===== config.mk =====
export PLATFORM = sky130hd
export DESIGN_NAME = dcf_fifo
export DESIGN_NICKNAME = d
export VERILOG_FILES = /design/src/common/dcf_pkg.sv /design/src/rtl/dcf_fifo.sv
export SDC_FILE = /design/constraint.sdc
export NUM_CORES = 2
export LEC_CHECK = 0
export BUFFER_PORTS_ARGS = -buffer_cell sky130_fd_sc_hd__clkbuf_2
export CORE_ASPECT_RATIO = 0.5
export CORE_MARGIN = 2
export CORE_UTILIZATION = 40
export CTS_CLUSTER_SIZE = 30
export DETAILED_ROUTE_END_ITERATION = 10
export HOLD_SLACK_MARGIN = 0.06
export PLACE_DENSITY = 0.6
export REMOVE_ABC_BUFFERS = 1
export SYNTH_ARGS = -nofsm -noshare
export SYNTH_HDL_FRONTEND = slang
export SYNTH_MEMORY_MAX_BITS = 65536
export SYNTH_SLANG_ARGS = --single-unit

===== constraint.sdc =====
create_clock -name mclk -period 6.8 [get_ports mclk]
set_clock_uncertainty 0.05 [all_clocks]
set_input_delay 0.34 -clock mclk [delete_from_list [all_inputs] [get_ports mclk]]
set_output_delay 0.34 -clock mclk [all_outputs]
set_load 0.005 [all_outputs]

===== src/common/dcf_pkg.sv =====
// Constants, types and reset values for the dual-clock fifo block.
// Assumes one clock: write and read ports run on coincident edges.
package dcf_pkg;
  localparam int DATA_W = 18;
  localparam int ADDR_W = 8;
  localparam int CNT_W  = 9;
  localparam int OFS_W  = 12;
  localparam int DEPTH  = 256;
  localparam logic [12:0] DEPTH_C     = 13'h0100;
  localparam logic [12:0] HALF_ABOVE  = 13'h0081;
  localparam logic [OFS_W-1:0] AE_OFS_RST = 12'h01f;
  localparam logic [OFS_W-1:0] AF_OFS_RST = 12'h01f;
  localparam logic [DATA_W-OFS_W-1:0] OFS_PAD = 6'h00;

  // Offset register pointer, one per port direction
  typedef enum logic {
    DCF_OFS_EMPTY = 1'b0,
    DCF_OFS_FULL  = 1'b1
  } dcf_ofs_sel_t;

  // Status flags, all active low
  typedef struct packed {
    logic full_n;
    logic empty_n;
    logic almost_full_n;
    logic almost_empty_n;
    logic half_full_n;
  } dcf_flags_t;

  localparam dcf_flags_t FLAGS_RST = '{full_n: 1'b1, empty_n: 1'b0, almost_full_n: 1'b1,
                                       almost_empty_n: 1'b0, half_full_n: 1'b1};
endpackage


===== src/rtl/dcf_fifo.sv =====
// Fifo core: 256 x 18 flip-flop store, status flags, two offset registers.
// Assumes write and read clocks are tied to mclk; inputs synchronous to it.
module dcf_fifo (
  input  wire logic                        mclk,
  input  wire logic                        arst_n,
  input  wire logic [dcf_pkg::DATA_W-1:0]  data_in,
  input  wire logic                        write_enable_n,
  input  wire logic                        read_enable_n,
  input  wire logic                        offset_load_n,
  input  wire logic                        output_drive_n,
  input  wire logic                        first_in_chain_n,
  input  wire logic                        write_chain_in_n,
  input  wire logic                        read_chain_in_n,
  output logic      [dcf_pkg::DATA_W-1:0]  data_out,
  output logic                             data_out_oe_n,
  output dcf_pkg::dcf_flags_t              flags
);

  logic [dcf_pkg::DATA_W-1:0] mem_q [dcf_pkg::DEPTH];
  logic [dcf_pkg::ADDR_W-1:0] wr_ptr_q, wr_ptr_d;
  logic [dcf_pkg::ADDR_W-1:0] rd_ptr_q, rd_ptr_d;
  logic [dcf_pkg::CNT_W-1:0]  count_q, count_d;
  logic [dcf_pkg::DATA_W-1:0] dout_q, dout_d;
  logic [dcf_pkg::OFS_W-1:0]  ae_ofs_q, ae_ofs_d;
  logic [dcf_pkg::OFS_W-1:0]  af_ofs_q, af_ofs_d;
  dcf_pkg::dcf_ofs_sel_t      wr_sel_q, wr_sel_d;
  dcf_pkg::dcf_ofs_sel_t      rd_sel_q, rd_sel_d;
  dcf_pkg::dcf_flags_t        flags_q, flags_d;
  logic                       wr_fire, rd_fire, wr_ofs, rd_ofs, single_mode;

  // True when a + b reaches the limit; wide so large offsets cannot wrap
  function automatic logic reaches(input logic [12:0] a, input logic [12:0] b,
                                   input logic [12:0] limit);
    reaches = (a + b) >= limit;
  endfunction

  // Port decode; the flags gate the data ports, the load pin picks offsets
  always_comb begin
    wr_fire = !write_enable_n && offset_load_n && flags_q.full_n;
    rd_fire = !read_enable_n && offset_load_n && flags_q.empty_n;
    wr_ofs  = !write_enable_n && !offset_load_n;
    rd_ofs  = !read_enable_n && !offset_load_n;
    single_mode = !write_chain_in_n && !read_chain_in_n;
  end

  // Storage write; no reset needed since empty words are never shown
  always_ff @(posedge mclk) begin
    if (wr_fire) begin
      mem_q[wr_ptr_q] <= data_in;
    end
  end

  // Pointers, fill count and flags; flags follow the count of the next state
  always_comb begin
    wr_ptr_d = wr_ptr_q + dcf_pkg::ADDR_W'(wr_fire);
    rd_ptr_d = rd_ptr_q + dcf_pkg::ADDR_W'(rd_fire);
    count_d  = count_q + dcf_pkg::CNT_W'(wr_fire) - dcf_pkg::CNT_W'(rd_fire);
    flags_d.full_n  = !(count_d == dcf_pkg::CNT_W'(dcf_pkg::DEPTH));
    flags_d.empty_n = (count_d != '0);
    flags_d.almost_full_n =
      !reaches({4'h0, count_d}, {1'b0, af_ofs_q}, dcf_pkg::DEPTH_C);
    flags_d.almost_empty_n =
      reaches({4'h0, count_d}, 13'h0000, {1'b0, ae_ofs_q} + 13'h0001);
    flags_d.half_full_n =
      !reaches({4'h0, count_d}, 13'h0000, dcf_pkg::HALF_ABOVE);
  end

  always_ff @(posedge mclk or negedge arst_n) begin
    if (!arst_n) begin
      wr_ptr_q <= '0;
      rd_ptr_q <= '0;
      count_q  <= '0;
      flags_q  <= dcf_pkg::FLAGS_RST;
    end else begin
      wr_ptr_q <= wr_ptr_d;
      rd_ptr_q <= rd_ptr_d;
      count_q  <= count_d;
      flags_q  <= flags_d;
    end
  end

  // Offset registers and their two independent pointers
  always_comb begin
    ae_ofs_d = ae_ofs_q;
    af_ofs_d = af_ofs_q;
    wr_sel_d = wr_sel_q;
    rd_sel_d = rd_sel_q;
    if (wr_ofs) begin
      case (wr_sel_q)
        dcf_pkg::DCF_OFS_EMPTY: begin
          ae_ofs_d = data_in[dcf_pkg::OFS_W-1:0];
          wr_sel_d = dcf_pkg::DCF_OFS_FULL;
        end
        dcf_pkg::DCF_OFS_FULL: begin
          af_ofs_d = data_in[dcf_pkg::OFS_W-1:0];
          wr_sel_d = dcf_pkg::DCF_OFS_EMPTY;
        end
        default: begin
          wr_sel_d = dcf_pkg::DCF_OFS_EMPTY;
        end
      endcase
    end
    if (rd_ofs) begin
      rd_sel_d = (rd_sel_q == dcf_pkg::DCF_OFS_EMPTY) ? dcf_pkg::DCF_OFS_FULL
                                                      : dcf_pkg::DCF_OFS_EMPTY;
    end
  end

  always_ff @(posedge mclk or negedge arst_n) begin
    if (!arst_n) begin
      ae_ofs_q <= dcf_pkg::AE_OFS_RST;
      af_ofs_q <= dcf_pkg::AF_OFS_RST;
      wr_sel_q <= dcf_pkg::DCF_OFS_EMPTY;
      rd_sel_q <= dcf_pkg::DCF_OFS_EMPTY;
    end else begin
      ae_ofs_q <= ae_ofs_d;
      af_ofs_q <= af_ofs_d;
      wr_sel_q <= wr_sel_d;
      rd_sel_q <= rd_sel_d;
    end
  end

  // Output register: a word only on request, so no fall-through
  always_comb begin
    dout_d = dout_q;
    if (rd_fire) begin
      dout_d = mem_q[rd_ptr_q];
    end else if (rd_ofs) begin
      dout_d = (rd_sel_q == dcf_pkg::DCF_OFS_EMPTY) ? {dcf_pkg::OFS_PAD, ae_ofs_q}
                                                    : {dcf_pkg::OFS_PAD, af_ofs_q};
    end
  end

  always_ff @(posedge mclk or negedge arst_n) begin
    if (!arst_n) begin
      dout_q <= '0;
    end else begin
      dout_q <= dout_d;
    end
  end

  // Pins; the half-full output only means anything in single-device mode
  always_comb begin
    data_out      = dout_q;
    data_out_oe_n = output_drive_n;
    flags         = flags_q;
    flags.half_full_n = flags_q.half_full_n || !single_mode;
  end

  // first_in_chain_n only matters for daisy chaining, which is not built
  logic unused_chain;
  assign unused_chain = first_in_chain_n;

  // Shadow fill level rebuilt from the pins alone, kept apart from count_q
  // so the flag checks below do not lean on the counter they judge
  logic [dcf_pkg::CNT_W-1:0] shadow_lvl_q, shadow_lvl_d;
  logic                      shadow_wr, shadow_rd;

  // Next shadow level; full and empty gating redone from the level itself
  always_comb begin
    shadow_wr    = !write_enable_n && offset_load_n && (shadow_lvl_q != dcf_pkg::CNT_W'(dcf_pkg::DEPTH));
    shadow_rd    = !read_enable_n && offset_load_n && (shadow_lvl_q != '0);
    shadow_lvl_d = shadow_lvl_q;
    if (shadow_wr && !shadow_rd) begin
      shadow_lvl_d = shadow_lvl_q + 9'h001;
    end else if (shadow_rd && !shadow_wr) begin
      shadow_lvl_d = shadow_lvl_q - 9'h001;
    end
  end

  // Shadow register; only the checks read it, so it costs nothing in use
  always_ff @(posedge mclk or negedge arst_n) begin
    if (!arst_n) begin
      shadow_lvl_q <= '0;
    end else begin
      shadow_lvl_q <= shadow_lvl_d;
    end
  end
endmodule


; Yosys cells after proc, flatten, opt, wreduce, memory -nomap -nowiden
; Memory sizes are Yosys's and may differ from the RTL's.
; Cells that the tools add are included.
[totals]
register_bits = 74
ramBits = 4608
inputBits = 27
out_inout_bits = 24
word_cells = 53
mem_count = 1
[memory_table]
columns = name, words, width, rd, rd_clocked_by_memory_dff, write_ports, line_no
row1 = mem_q, 256, 18, 1, 0, 1, dcf_fifo.sv:19  ; logic [dcf_pkg::DATA_W-1:0] mem_q [dcf_pkg::DEPTH];
[classes]
addsub = 6
magnitude_cmp = 3
n_eq_ne = 1
n_mux = 7
n_bitwise = 1
n_reduce_logical = 21
[op_table]
columns = op, n
row1 = $mux 18, 2
row2 = $add 8x1->8, 2
row3 = $add 12x1->13 const B, 1
row4 = $add 9x12->13, 1
row5 = $ge 13x9->1 const B, 1
row6 = $ge 9x13->1, 1
row7 = $mux 12, 1
row8 = $add 9x1->9, 1
row9 = $eq 9x9->1 const B, 1
row10 = $ge 9x8->1 const B, 1
row11 = $logic_not 1->1, 9
row12 = $reduce_bool 9->1, 1
row13 = $sub 9x1->9, 1
row14 = $logic_and 1x1->1, 7
row15 = $reduce_and 2->1, 2
row16 = $mux 1, 3
row17 = $pmux 1 s2, 1
row18 = $reduce_bool 2->1, 1
row19 = $logic_or 1x1->1, 1
row20 = $not 1->1, 1

; Depth between registers and ports, before layout
[depth]
word_depth = 8
depth_mapped = 17
depth_no_buf = 16

; Worst setup path after synthesis
; Ideal clock, no wire load.
[synth_timing]
path_kind = register -> register
startpoint = register flags_q, in the netlist flags[4]
endpoint = register flags_q, in the netlist flags[2]
setup_time_ps = 80
arrival_time_ps = 3995
t_required_ps = 6670
path_slack_ps = 2675
stages_incl_launch_ff = 18
n_path_buf = 2
period_less_slack_ps = 4125
cell_sequence = dfstp_2 and3b_1 clkbuf_1 clkbuf_1 or3_1 nand2_1 ha_1 fa_1 a21o_1 a21oi_1 o21bai_1 a21oi_1 o21ai_0 xnor2_1 ha_1 a41oi_1 a211oi_1 o221a_2
[synth_rtl]
columns = item, line_no
row1 = start: declaration, dcf_fifo.sv:28  ; dcf_pkg::dcf_flags_t flags_q, flags_d;
row2 = start signal: assignment, dcf_fifo.sv:73  ; flags_q <= dcf_pkg::FLAGS_RST;
row3 = start signal: assignment, dcf_fifo.sv:78  ; flags_q <= flags_d;

; Final worst setup path
[layout_timing]
startpoint = register rd_ptr_q[1] in the netlist's numbering
endpoint = register dout_q, in the netlist data_out[3]
[layout_via]
elab_chain_len = 2
[layout_rtl]
columns = item, line_no
row1 = start: declaration, dcf_fifo.sv:21  ; logic [dcf_pkg::ADDR_W-1:0] rd_ptr_q, rd_ptr_d;
row2 = start signal: assignment, dcf_fifo.sv:76  ; rd_ptr_q <= rd_ptr_d;
row3 = $mem_v2 256x18, --
row4 = $mux 18, dcf_fifo.sv:126  ; if (rd_fire) begin
row5 = end signal: assignment, dcf_fifo.sv:138  ; dout_q <= dout_d;
row6 = end: declaration, dcf_fifo.sv:23  ; logic [dcf_pkg::DATA_W-1:0] dout_q, dout_d;
; No other way between the ends.
; A chain may end at the register's enable or synchronous reset.

==> flow_metrics.env <==
export IMPL_outcome="finished, violations left"
export IMPL_violations="DRC, capacitance limit, slew limit"
export IMPL_syn_area_sq_um=182200
export IMPL_ys_warn_count=0
export IMPL_synth_area_leaders="edfxtp_1, mux4_2, mux2i_1"
export IMPL_synth_top_area_cell="edfxtp_1"
export IMPL_routed_via_count=95350
export IMPL_cts_root_buffer="clkbuf_16"
export IMPL_clkSlewWorstSetupHoldPaths_ps=70
export IMPL_dp_cells=14800
export IMPL_period_share=0.8201
export IMPL_synth_compound_area_frac=0.03768
export IMPL_power_mw=82.06
export IMPL_yosysTopAreaCellShare=0.7593
export IMPL_clock_latency_ps=990
export IMPL_cts_buffer_depth=4
export IMPL_synthMuxAreaShare=0.1487
export IMPL_slew_violations=8
export IMPL_synth_xor_xnor_area_share=0.001394
export IMPL_cts_buffers_inserted=431
export IMPL_final_cell_count_no_fill=15620
export IMPL_dp_hpwl_mm=322.6
export IMPL_hold_viol=0
export IMPL_grt_pass1_vias=90880
export IMPL_routed_via_density=6.103
export IMPL_grt_util_met1=0.3398
export IMPL_placed_area_sq_um=192000
export IMPL_crit_required_ps=7650
export IMPL_critical_path_arrival_ps=6430
export IMPL_worstMarginPinSlew_ps=1583
export IMPL_die_area_sq_um=461300
export IMPL_avgRoutedWirePerCell_um=35.40
export IMPL_cp_start_kind="flip-flop"
export IMPL_path_class="flip-flop to flip-flop"
export IMPL_antenna_found_initial=35
export IMPL_cts_htree_levels=5
export IMPL_yosys_top_cells_count="edfxtp_1, mux4_2, mux2i_1"
export IMPL_synthSimpleGateAreaFrac=0.02063
export IMPL_path_cells="nand2_4 > o221ai_1 > o21ai_0 > a21oi_1 > o221ai_1 > o31ai_1 > o21ai_0 > a31oi_1"
export IMPL_reg2reg_from="rd_ptr_q[1]"
export IMPL_grt_usage=0.2348
export IMPL_ys_flop_type="edfxtp_1"
export IMPL_setup_tns_ps=0
export IMPL_synth_most_common_cell="edfxtp_1"
export IMPL_synthArstFlopShare=0.01581
export IMPL_ys_types=82
export IMPL_area_growth_pct=13.08
export IMPL_peakVddDrop_mv=0.3129
export IMPL_drt_drc_violations_left=3
export IMPL_p_per_area_nw_per_um2=398.2
export IMPL_critPathCapture="data_out[3]"
export IMPL_use_met2=0.3474
export IMPL_place_congestion=0.9096
export IMPL_syn_area_per_cell_sq_um=20.94
export IMPL_grt_first_pass_wirelength_mm=756.4
export IMPL_reg2regPathDepth=8
export IMPL_use_met3=0.06665
export IMPL_post_cts_buffers=0
export IMPL_nNetsFinal=9211
export IMPL_die_h_um=481.3
export IMPL_crit_path_max_fanout=41
export IMPL_setup_violations=0
export IMPL_endpoint_kind="flip-flop"
export IMPL_cts_tree="yes"
export IMPL_initial_core_util=0.4013
export IMPL_drv_cap=2
export IMPL_synth_enable_flop_cells=4608
export IMPL_grt_busiest_layer="met2"
export IMPL_fp_row_count=175
export IMPL_synth_top_family_by_area="multiplexers"
export IMPL_num_io_pins=51
export IMPL_max_freq_mhz=179.3
export IMPL_wl_mm=553.0
export IMPL_core_area_sq_um=454100
export IMPL_grt_start_max_net_pins=177
export IMPL_synth_fa_ha_area_frac=0.002280
export IMPL_fin_crit_ps=5577
export IMPL_dr_pass1_iters=9
export IMPL_synth_seq_cells=4682
export IMPL_leakage_nw=64.77
export IMPL_hold_class="input port to flip-flop"
export IMPL_cts_sinks=4682
export IMPL_design_area_sq_um=206100
export IMPL_crit_cells=8
export IMPL_cp_slowest_cell="dfrtp_4"
export IMPL_reg2reg_to="data_out[3]"
export IMPL_regToRegSetupSlack_ps=1220
export IMPL_drive_above_1_share=0.2501
export IMPL_rsz0062_at_grt="false"
export IMPL_relSlewSlack=-0.05764
export IMPL_postRouteAntennaNets=0
export IMPL_ys_seq_area_frac=0.7696
export IMPL_cp_buffers_inverters=0
export IMPL_drt_iter0_markers=15500
export IMPL_port_buffers=47
export IMPL_cpPeakStageDelay_ps=1240
export IMPL_cpLargestDelayFamily="compound AO/OA/AOI/OAI gates"
export IMPL_whs_ps=34.56
export IMPL_grt_remaining_overflow=0
export IMPL_startpoint="rd_ptr_q[1]"
export IMPL_syn_inst=8701
export IMPL_die_x_um=958.5
## report_power, final
| group | total [mW] | internal [mW] | switching, mW |
|---|---|---|---|
| Clock | 24.1 | 13.3 | 10.8 |
| Combinational | 25.3 | 9.30 | 16.0 |
| Sequential | 32.6 | 32.0 | 0.593 |
| Total | 82.1 | 54.6 | 27.4 |
## per-stage QoR
stage / util / setup slack [ps]
floorplan: - / -49500
global placement: 0.4229 / 1495
detailed placement: 0.4229 / 1491
CTS: 0.4537 / 1436
global route: 0.4537 / 1417
finish: 0.4538 / 1223
## cell usage in the layout (no fill, tap or decap), types with 15 or more instances in the layout
| cell type | n |
|---|---|
| edfxtp_1 | 4608 |
| mux4_2 | 910 |
| mux2i_1 | 620 |
| clkbuf_16 | 437 |
| buf_4 | 411 |
| o221ai_1 | 215 |
| a21oi_1 | 211 |
| nor2_2 | 210 |
| nand2_1 | 205 |
| o22ai_1 | 161 |
| nor2_1 | 126 |
| o21ai_0 | 112 |
| clkinv_1 | 101 |
| clkbuf_1 | 91 |
| a22oi_1 | 84 |
| clkinv_2 | 78 |
| nor3_1 | 64 |
| nand3_1 | 58 |
| nor2_4 | 55 |
| buf_12 | 55 |
| dfrtp_1 | 53 |
| bufinv_16 | 39 |
| ha_1 | 30 |
| mux2_2 | 28 |
| clkbuf_2 | 28 |
| a31oi_1 | 24 |
| dlygate4sd3_1 | 23 |
| xnor2_1 | 21 |
| nor4_1 | 19 |
| a22o_1 | 19 |
| nor2b_1 | 18 |
| nand4_1 | 17 |
| a211oi_1 | 17 |
| inv_1 | 16 |
| a221oi_1 | 16 |
| a21o_1 | 15 |
| and2_1 | 15 |
## metal layers
layer  routed length (um)  vias to the layer above
met1               220600                    51250
met2               244300                     5711
met5                   94                        -
li1                     -                    37440
met4                19020                       14
met3                69030                      928
## flip-flops by register name, summed over array words and instances (netlist names)
register	count
rd_sel_q	1
wr_ptr_q	8
flags	4
rd_ptr_q	8
mem_q	4608
wr_sel_q	1
ae_ofs_q	12
data_out	18
count_q	9
flags_q	1
af_ofs_q	12
## worst min path at each step
stage | start | endpoint | slack [ps] | cells after the start
final | data_in[11] | mem_q[248][11] | 30 | 1
after global routing | data_in[11] | mem_q[248][11] | 100 | 1
after CTS | read_enable_n | data_out[15] | 120 | 5
after detailed placement | arst_n | data_out[4] | 250 | 1
after global placement | arst_n | data_out[4] | 240 | 1
after floorplan | arst_n | ae_ofs_q[10] | -6 | 0
## layout make-up
| cell class | instances | area [sq um] |
|---|---|---|
| multi-input combinational | 3481 | 39480 |
| sequential | 4682 | 140300 |
| clock buffer | 534 | 11360 |
| inverter | 21 | 96.34 |
| tap | 6106 | 7640 |
| antenna | 14 | 35.03 |
| fill | 37970 | 248100 |
| timing repair buffer | 535 | 4818 |
| clock inverter | 250 | 2370 |
## timing repair
| action | 4_1_cts | 5_1_grt |
|---|---|---|
| gates resized for setup | 0 | 0 |
| endpoints found under the hold margin | 1466 | 0 |
| hold buffers | 24 | 0 |
## kinds of logic (layout without fill, tap and decap cells)
kind of cell	Yosys count	after routing
compound gates	995	995
xor+xnor	29	29
fa+ha+maj	32	32
buf+inv	538	1340
flops	4682	4682
mux	1561	1561
other cells	0	14
simple gates	864	864
Power figures use the tool's default switching activity.
